File: src/verilog/fpd_pkg.sv
// Purpose: constants for the fast-page memory controller
// Assumes: 20 MHz ref_clk, -60 grade timing by default
// Notes: times in ns, cycle counts derived below
// Contract
// - Random cycles at least 110/130 ns apart, never over 128K ns.
// - Row address valid at row strobe fall, held 10 ns.
// - Column address valid at column strobe fall, held 15 ns.
// - Switch address to column no sooner than 15 ns after row strobe.
// - Row to column strobe delay at least 20 ns.
// - Write line high by column strobe fall for reads.
// - Write line held high after column or row strobe rises.
// - Column address valid 30/35 ns before strobes rise in reads.
// - Early write: write line low by column fall, held 15 ns.
// - Write low pulse at least 15 ns wide.
// - Write low 15/20 ns before row and column strobes rise.
// - Page column cycles at least 40/45 ns apart.
// - Page row strobe low 60/70 ns to at most 100K ns.
// - Row strobe stays low 35/40 ns after column strobe rises.
// - Column-first refresh: column low 10 ns before row, 20 ns after.
// - Write line stable 10 ns around row fall in column-first refresh.
// - 4096 refreshes every 256 ms.
// - After power-up wait 200 us then 8 refreshes before access.
// - 12-bit row and 10-bit column on shared address lines.
// - Row-only refresh uses supplied row; column-first uses internal counter.
`default_nettype none
package fpd_pkg;
   localparam int CLK_MHZ = 20;
   localparam int CLK_NS = 1000 / CLK_MHZ;
   localparam int ROW_W = 12;
   localparam int COL_W = 10;
   localparam int DATA_W = 32;
   localparam int ADDR_W = ROW_W + COL_W;
   localparam int T_RC_NS = 110;
   localparam int T_RP_NS = 40;
   localparam int T_RAS_NS = 60;
   localparam int T_RAH_NS = 10;
   localparam int ROW_TO_COLUMN_DELAY_NS = 20;
   localparam int T_CAS_NS = 20;
   localparam int T_CPRH_NS = 35;
   localparam int T_CSR_NS = 10;
   localparam int T_CHR_NS = 20;
   localparam int T_ACC_NS = 60;
   localparam int T_INIT_NS = 200000;
   localparam int T_REF_NS = 256000000;
   localparam int REF_COUNT = 4096;
   localparam int INIT_REFS = 8;
   function automatic int cyc_up(input int ns);
      int c;
      c = (ns + CLK_NS - 1) / CLK_NS;
      return (c < 1) ? 1 : c;
   endfunction
   localparam int C_RP = cyc_up(T_RP_NS);
   localparam int C_RAH = cyc_up(T_RAH_NS);
   localparam int C_RCD = cyc_up(ROW_TO_COLUMN_DELAY_NS);
   localparam int C_CAS = cyc_up(T_CAS_NS);
   localparam int C_CPRH = cyc_up(T_CPRH_NS);
   localparam int C_CSR = cyc_up(T_CSR_NS);
   localparam int C_CHR = cyc_up(T_CHR_NS);
   localparam int C_RAS = cyc_up(T_RAS_NS);
   localparam int C_ACC = cyc_up(T_ACC_NS);
   localparam int C_INIT = cyc_up(T_INIT_NS);
   localparam int C_REFI = (T_REF_NS / REF_COUNT) / CLK_NS;
   localparam int CNT_W = 16;
   localparam int TMR_W = 13;
   localparam logic [CNT_W-1:0] CNT_ONE = 16'h0001;
   localparam logic [3:0] INIT_ONE = 4'h1;
   localparam logic [ROW_W-1:0] ROW_ONE = 12'h001;
endpackage
`default_nettype wire

File: src/verilog/fpd_buf_if.sv
// Purpose: carrier between controller and its read buffer
// Assumes: single clock
// Notes: valid and ready on both sides
`default_nettype none
interface fpd_buf_if;
   import fpd_pkg::*;
   logic in_valid;
   logic in_ready;
   logic [DATA_W-1:0] in_data;
   logic out_valid;
   logic out_ready;
   logic [DATA_W-1:0] out_data;
   modport fill(output in_valid, output in_data, input in_ready);
   modport buf_side(input in_valid, input in_data, output in_ready,
      output out_valid, output out_data, input out_ready);
   modport drain(input out_valid, input out_data, output out_ready);
endinterface
`default_nettype wire

File: src/verilog/fpd_buf2.sv
// Purpose: two-entry skid buffer for read data
// Assumes: one clock
// Notes: full when both entries hold data
`default_nettype none
module fpd_buf2
   import fpd_pkg::*;
(
   input wire logic ref_clk,
   input wire logic rst_n,
   fpd_buf_if.buf_side b
);
   logic [DATA_W-1:0] mem_r [2];
   logic wp_r;
   logic rp_r;
   logic [1:0] cnt_r;
   logic push;
   logic pop;
   assign b.in_ready = (cnt_r != 2'h2);
   assign b.out_valid = (cnt_r != 2'h0);
   assign b.out_data = mem_r[rp_r];
   assign push = b.in_valid && b.in_ready;
   assign pop = b.out_valid && b.out_ready;
   always_ff @(posedge ref_clk) begin
      if (push) begin
         mem_r[wp_r] <= b.in_data;
      end
   end
   always_ff @(posedge ref_clk or negedge rst_n) begin
      if (!rst_n) begin
         wp_r <= 1'b0;
         rp_r <= 1'b0;
         cnt_r <= 2'h0;
      end else begin
         if (push) begin
            wp_r <= ~wp_r;
         end
         if (pop) begin
            rp_r <= ~rp_r;
         end
         cnt_r <= cnt_r + {1'b0, push} - {1'b0, pop};
      end
   end
endmodule
`default_nettype wire

File: src/verilog/fpd_ctrl.sv
// Purpose: host-side controller for an asynchronous fast-page memory module
// Assumes: 20 MHz clock, -60 grade timing, inputs synchronous to ref_clk
// Notes: random and page-mode accesses, both refresh kinds, power-up sequence
`default_nettype none
module fpd_ctrl
   import fpd_pkg::*;
#(
   parameter int INIT_CYCLES = C_INIT
)
(
   input wire logic ref_clk,
   input wire logic rst_n,
   input wire logic req_valid,
   output logic req_ready,
   input wire logic req_write,
   input wire logic [ADDR_W-1:0] req_addr,
   input wire logic [DATA_W-1:0] req_wdata,
   input wire logic refresh_row_only,
   output logic rd_valid,
   input wire logic rd_ready,
   output logic [DATA_W-1:0] rd_data,
   output logic init_done,
   output logic ras_n,
   output logic cas_n,
   output logic we_n,
   output logic [ROW_W-1:0] mux_address_lines,
   output logic [DATA_W-1:0] dq_out,
   output logic dq_oe,
   input wire logic [DATA_W-1:0] dq_in
);
   typedef enum logic [3:0] {
      ST_PWR, ST_IDLE, ST_ROW, ST_COLADDR, ST_CAS, ST_CASHI, ST_RASHOLD,
      ST_PRE, ST_RF_CSR, ST_RF_RAS, ST_RF_HOLD
   } fpd_state_e;

   fpd_state_e st_r;
   logic [CNT_W-1:0] tmr_r;
   logic [CNT_W-1:0] ras_tmr_r;
   logic [3:0] init_cnt_r;
   logic [TMR_W-1:0] refi_r;
   logic ref_pend_r;
   logic [ROW_W-1:0] ref_row_r;
   logic [ROW_W-1:0] open_row_r;
   logic cur_write_r;
   logic [COL_W-1:0] col_r;
   logic tick;
   logic page_hit;
   logic cap_valid_r;
   logic [DATA_W-1:0] cap_data_r;
   logic buf_ready;
   logic [DATA_W-1:0] buf_data;
   logic buf_valid;

   fpd_buf_if bif();

   //------------------------------------------------------------
   // Read buffer
   //------------------------------------------------------------
   assign bif.in_valid = cap_valid_r;
   assign bif.in_data = cap_data_r;
   assign buf_ready = bif.in_ready;
   assign bif.out_ready = rd_ready || !rd_valid;
   assign buf_valid = bif.out_valid;
   assign buf_data = bif.out_data;

   fpd_buf2 u_buf (
      .ref_clk(ref_clk),
      .rst_n(rst_n),
      .b(bif.buf_side)
   );

   always_ff @(posedge ref_clk or negedge rst_n) begin
      if (!rst_n) begin
         rd_valid <= 1'b0;
         rd_data <= '0;
      end else if (rd_ready || !rd_valid) begin
         rd_valid <= buf_valid;
         rd_data <= buf_data;
      end
   end

   //------------------------------------------------------------
   // Refresh interval timer
   //------------------------------------------------------------
   assign tick = (refi_r == TMR_W'(C_REFI - 1));

   always_ff @(posedge ref_clk or negedge rst_n) begin
      if (!rst_n) begin
         refi_r <= '0;
      end else if (tick) begin
         refi_r <= '0;
      end else begin
         refi_r <= refi_r + 1'b1;
      end
   end

   always_ff @(posedge ref_clk or negedge rst_n) begin
      if (!rst_n) begin
         ref_pend_r <= 1'b0;
      end else if (tick) begin
         ref_pend_r <= 1'b1;
      end else if (st_r == ST_RF_HOLD) begin
         // Both refresh kinds pass through the hold state exactly once
         ref_pend_r <= 1'b0;
      end
   end

   //------------------------------------------------------------
   // Control sequencer
   //------------------------------------------------------------
   assign page_hit = (req_addr[ADDR_W-1:COL_W] == open_row_r) && !ras_n;

   always_ff @(posedge ref_clk or negedge rst_n) begin
      if (!rst_n) begin
         ras_tmr_r <= '0;
      end else if (ras_n) begin
         ras_tmr_r <= '0;
      end else begin
         ras_tmr_r <= ras_tmr_r + CNT_ONE;
      end
   end

   always_ff @(posedge ref_clk or negedge rst_n) begin
      if (!rst_n) begin
         st_r <= ST_PWR;
         tmr_r <= '0;
         init_cnt_r <= '0;
         init_done <= 1'b0;
         ras_n <= 1'b1;
         cas_n <= 1'b1;
         we_n <= 1'b1;
         mux_address_lines <= '0;
         dq_out <= '0;
         dq_oe <= 1'b0;
         req_ready <= 1'b0;
         open_row_r <= '0;
         ref_row_r <= '0;
         cur_write_r <= 1'b0;
         col_r <= '0;
         cap_valid_r <= 1'b0;
         cap_data_r <= '0;
      end else begin
         tmr_r <= tmr_r + CNT_ONE;
         req_ready <= 1'b0;
         if (cap_valid_r && buf_ready) begin
            cap_valid_r <= 1'b0;
         end
         unique case (st_r)
            ST_PWR: begin
               if (tmr_r >= CNT_W'(INIT_CYCLES)) begin
                  st_r <= ST_IDLE;
                  tmr_r <= '0;
               end
            end
            ST_IDLE: begin
               if (!init_done || ref_pend_r) begin
                  if (!ras_n) begin
                     ras_n <= 1'b1;
                     st_r <= ST_PRE;
                     tmr_r <= '0;
                  end else if (refresh_row_only) begin
                     mux_address_lines <= ref_row_r;
                     ras_n <= 1'b0;
                     ref_row_r <= ref_row_r + ROW_ONE;
                     st_r <= ST_RF_RAS;
                     tmr_r <= '0;
                  end else begin
                     we_n <= 1'b1;
                     cas_n <= 1'b0;
                     st_r <= ST_RF_CSR;
                     tmr_r <= '0;
                  end
               end else if (req_valid && !req_ready && !cap_valid_r) begin
                  cur_write_r <= req_write;
                  col_r <= req_addr[COL_W-1:0];
                  dq_out <= req_wdata;
                  req_ready <= 1'b1;
                  if (page_hit && ras_tmr_r < CNT_W'(C_REFI)) begin
                     mux_address_lines <= {{(ROW_W-COL_W){1'b0}}, req_addr[COL_W-1:0]};
                     we_n <= !req_write;
                     dq_oe <= req_write;
                     st_r <= ST_COLADDR;
                     tmr_r <= '0;
                  end else if (!ras_n) begin
                     ras_n <= 1'b1;
                     req_ready <= 1'b0;
                     st_r <= ST_PRE;
                     tmr_r <= '0;
                  end else begin
                     mux_address_lines <= req_addr[ADDR_W-1:COL_W];
                     open_row_r <= req_addr[ADDR_W-1:COL_W];
                     ras_n <= 1'b0;
                     st_r <= ST_ROW;
                     tmr_r <= '0;
                  end
               end
            end
            ST_ROW: begin
               if (tmr_r >= CNT_W'(C_RAH - 1)) begin
                  mux_address_lines <= {{(ROW_W-COL_W){1'b0}}, col_r};
                  we_n <= !cur_write_r;
                  dq_oe <= cur_write_r;
                  st_r <= ST_COLADDR;
                  tmr_r <= '0;
               end
            end
            ST_COLADDR: begin
               if (ras_tmr_r >= CNT_W'(C_RCD - 1)) begin
                  cas_n <= 1'b0;
                  st_r <= ST_CAS;
                  tmr_r <= '0;
               end
            end
            ST_CAS: begin
               // Hold column low long enough for every access limit
               if (tmr_r >= CNT_W'(C_CAS - 1) && ras_tmr_r >= CNT_W'(C_ACC)) begin
                  if (!cur_write_r) begin
                     cap_data_r <= dq_in;
                     cap_valid_r <= 1'b1;
                  end
                  cas_n <= 1'b1;
                  st_r <= ST_CASHI;
                  tmr_r <= '0;
               end
            end
            ST_CASHI: begin
               we_n <= 1'b1;
               dq_oe <= 1'b0;
               st_r <= ST_RASHOLD;
               tmr_r <= '0;
            end
            ST_RASHOLD: begin
               if (tmr_r >= CNT_W'(C_CPRH - 1) && ras_tmr_r >= CNT_W'(C_RAS)) begin
                  st_r <= ST_IDLE;
                  tmr_r <= '0;
               end
            end
            ST_PRE: begin
               if (tmr_r >= CNT_W'(C_RP - 1)) begin
                  st_r <= ST_IDLE;
                  tmr_r <= '0;
               end
            end
            ST_RF_CSR: begin
               if (tmr_r >= CNT_W'(C_CSR - 1)) begin
                  ras_n <= 1'b0;
                  st_r <= ST_RF_RAS;
                  tmr_r <= '0;
               end
            end
            ST_RF_RAS: begin
               if (tmr_r >= CNT_W'(C_CHR - 1)) begin
                  cas_n <= 1'b1;
               end
               if (tmr_r >= CNT_W'(C_RAS - 1)) begin
                  ras_n <= 1'b1;
                  cas_n <= 1'b1;
                  st_r <= ST_RF_HOLD;
                  tmr_r <= '0;
               end
            end
            ST_RF_HOLD: begin
               if (tmr_r >= CNT_W'(C_RP - 1)) begin
                  if (!init_done) begin
                     init_cnt_r <= init_cnt_r + INIT_ONE;
                     if (init_cnt_r == 4'(INIT_REFS - 1)) begin
                        init_done <= 1'b1;
                     end
                  end
                  st_r <= ST_IDLE;
                  tmr_r <= '0;
               end
            end
            default: begin
               st_r <= ST_IDLE;
            end
         endcase
      end
   end
endmodule
`default_nettype wire

File: config.mk
export PLATFORM = sky130hd
export DESIGN_NAME = fpd_ctrl
export DESIGN_NICKNAME = d
export VERILOG_FILES = /design/src/verilog/fpd_pkg.sv /design/src/verilog/fpd_buf_if.sv /design/src/verilog/fpd_buf2.sv /design/src/verilog/fpd_ctrl.sv
export SDC_FILE = /design/constraint.sdc
export NUM_CORES = 1
export LEC_CHECK = 0
export ABC_CLOCK_PERIOD_IN_PS = 2200
export BUFFER_PORTS_ARGS = -buffer_cell sky130_fd_sc_hd__buf_2
export CAP_MARGIN = 0
export CORE_UTILIZATION = 51
export DETAILED_ROUTE_END_ITERATION = 7
export PLACE_DENSITY = 0.83
export SYNTH_ARGS = -nofsm -noshare
export SYNTH_HDL_FRONTEND = slang
export SYNTH_SLANG_ARGS = --single-unit
File: constraint.sdc
create_clock -name ref_clk -period 2.2 [get_ports ref_clk]
set_input_delay 0.11 -clock ref_clk [delete_from_list [all_inputs] [get_ports ref_clk]]
set_output_delay 0.11 -clock ref_clk [all_outputs]
set_load 0.1 [all_outputs]
==> metrics.txt <==
synthesis-stage register bit count=273; row cnt=54; Clock Path Buffers=3; placed cells=1378; Reg clk slew, reported paths=0.06 ns; share of post-route cells with drive strength above 1=31.0%; Max Cap Violations=0; HP Class=input port to register; critical path, cell by cell=or4_4 > o211ai_4 > nand2_2 > o211ai_1 > o211ai_1 > buf_6 > mux2i_1; number of H-tree levels=1; Die H=153 um; CTS tree=yes; initial antenna violation count=0; f_max=0.461 GHz; Crit Path Category=register to register; status=complete, but fails checks; Post-Synth Adder-Cell Area=1.08%; RSZ-0062 raised after global routing=true; Avg Vias per Cell=5.47; gate count of the mapped netlist=921; largest net degree at the start of global routing=66; drt first pass iters=8; Fill cells=1501; Syn Nets=1023; Clock Skew=0.0268 ns; most used cell, CP=o211ai_1; gpl congestion=0.866; Finished Layout Cells=1520; Reg2Reg Depth=7; arrival time worst endpoint=2.58 ns; Yosys cell types=55; Peak VDD IR=0.926 mV; # IOs=175; Least-Margin Pin Slew=0.594 ns; Core ar.=22000 sq um; Mean Syn Cell Area=12.5 sq um; number of routed nets with antenna violations=0; Synth Area in XOR/XNOR=5.16%; fraction of registers with async set/reset=76.6%; vias in the first global route=8642; Leak Pwr=0.00702 uW; sequential fraction of the synthesis area=61.9%; WHS=0.0663 ns; largest family of logic cells by synthesized area=multiplexers; Die Width=153 um; EDFF count, synth=64; diode count=0; Crit. End Element=register; clk sink count=273; WL final=27100 um; hold path depth=4; min Tclk post-route=2.17 ns; area of the multi-input gates=4220 sq um; Main synth FF type=dfrtp_1; Net count, final=1320; multiplexer share of the synthesized area=13.6%; Iter 0 DRT Violations=467; failing checks=design-rule violations; clock latency on the worst-skew pair=0.55 ns; final worst-path cycle share=98.7%; pwr dens=1220 nW/um^2; total gr overflow=0; die area=23300 sq um; fraction of the mapped netlist area in compound gates=5.25%; Overall Global Routing Usage=23.2%; final setup fails=0; I/O Buffers=174; CP required=2.61 ns; dpl hpwl=16500 um; Max stage delay on crit path=0.57 ns; Slew Limit Fails=0; Synth Area in Simple Gates=10.7%; Starting Density=52.4%; Fin. Hold Viols=0; area grow syn2layout=30.0%; register area=7170 sq um; commonest non-fill, non-tap cell in the layout=dfrtp_1; Cell Area, Synth=11600 sq um; slew margin rel.=60.4%; via count=8313; CTS Root Cell=clkbuf_16; CTS Buf Count=28; yosys warns=0; crit path max-delay cell type=or4_4; # DRC=10; Worst Path Max Fanout=10; most frequent cells in the layout=dfrtp_1 (202), buf_2 (173), mux2_2 (93), dlygate4sd3_1 (88), nand2_1 (74); WL per Instance=17.8 um; startpoint types=register; first-pass GRT wire length=43400 um
-- what timing repair did --
item | in CTS | in global routing
endpoints found under the hold margin | 150 | 0
resized for setup | 5 | 10
endpoints found under the setup margin | 28 | 85
cloned | 0 | 1
pin swaps | 0 | 1
hold buffers | 88 | 0
buffers inserted | 0 | 1
-- power by group --
part	switching [uW]	total, uW	internal (uW)
combinational	4540	6250	1710
clock	1910	5020	3110
sequential	715	7010	6290
total	7170	18300	11100
-- worst paths after layout --
| kind | endpoint | slack, ns | from |
|---|---|---|---|
| setup / recovery | mux_address_lines[3] | 0.03 | ras_tmr_r[4] |
| hold / removal | u_buf.rp_r | 0.07 | rd_ready |
| setup reg to reg | mux_address_lines[3] | 0.03 | ras_tmr_r[4] |
| hold reg to reg | u_buf.mem_r[0][10] | 0.45 | bif.in_data[10] |
| max in group asynchronous | dq_out[31] | 1.34 | rst_n |
| min in group asynchronous | rd_data[29] | 0.12 | rst_n |
-- worst max-delay path, delay by kind of cell (launching register included) --
| family | cells | cell delay, ns |
|---|---|---|
| compound gates | 3 | 0.61 |
| buf+inv | 1 | 0.24 |
| flops | 1 | 0.39 |
| mux | 1 | 0.13 |
| simple gates | 2 | 0.65 |
-- registers in the layout, summed over array words and instances (netlist names), 2 cells and up --
| register | cells |
|---|---|
| u_buf.mem_r | 64 |
| ras_tmr_r | 16 |
| rd_data | 32 |
| ref_row_r | 12 |
| st_r | 4 |
| open_row_r | 12 |
| u_buf.cnt_r | 2 |
| bif.in_data | 32 |
| refi_r | 13 |
| tmr_r | 16 |
| mux_address_lines | 12 |
| col_r | 10 |
| dq_out | 32 |
| init_cnt_r | 4 |
-- Yosys cell counts (all sizes together), types with 17 or more instances --
library cell	count	share of area (%)
dfrtp	206	45
nand2	75	2.5
a21oi	17	0.74
nor2	72	2.3
nand3	30	1.3
clkbuf	30	0.97
mux2i	52	4.5
xnor2	38	2.9
mux2	93	9.1
inv	25	0.81
edfxtp	64	17
nand4	19	1.1
o21ai	49	2.1
xor2	30	2.3
-- logic make-up (layout without fill, tap and decap cells) --
logic type,after synthesis,in the layout
AO/OA/AOI/OAI,103,103
flip-flops,273,273
AND/OR/NAND/NOR,256,256
multiplexers,145,145
buffers and inverters,66,385
adder cells (fa/ha/maj),10,10
XOR/XNOR,68,68
-- through the flow --
step / util (%) / setup WS [ns] / total power [uW] / area [sq um] / TNS, ns
floorplan: - / 0.00801 / 11600 / 11600 / 0
global placement: 59.2 / -0.0413 / 12800 / 13000 / -0.540
detailed placement: 59.2 / -0.137 / 13000 / 13000 / -1.81
CTS: 67.8 / 0.0295 / 18300 / 14900 / 0
global route: 68.2 / -0.0897 / 19000 / 15000 / -0.563
finish: 68.2 / 0.0291 / 18300 / 15000 / 0
-- final cells by class --
| class | count | area share [%] |
|---|---|---|
| clock buffer | 44 | 5.40 |
| timing repair buffer | 308 | 14.7 |
| inverter | 25 | 0.625 |
| tap | 280 | 2.33 |
| clock inverter | 8 | 1.17 |
| multi-input combinational | 582 | 28.1 |
| sequential | 273 | 47.7 |
-- layer usage --
layer,up-vias,GRT usage (%),share of wire (%)
met4,0,6.35,3.1
li1,3832,-,-
met2,320,42.5,51
met3,78,3.78,5.7
met5,-,0,0
met1,4083,28.4,40
No activity file was read; power rests on OpenSTA's default activity.
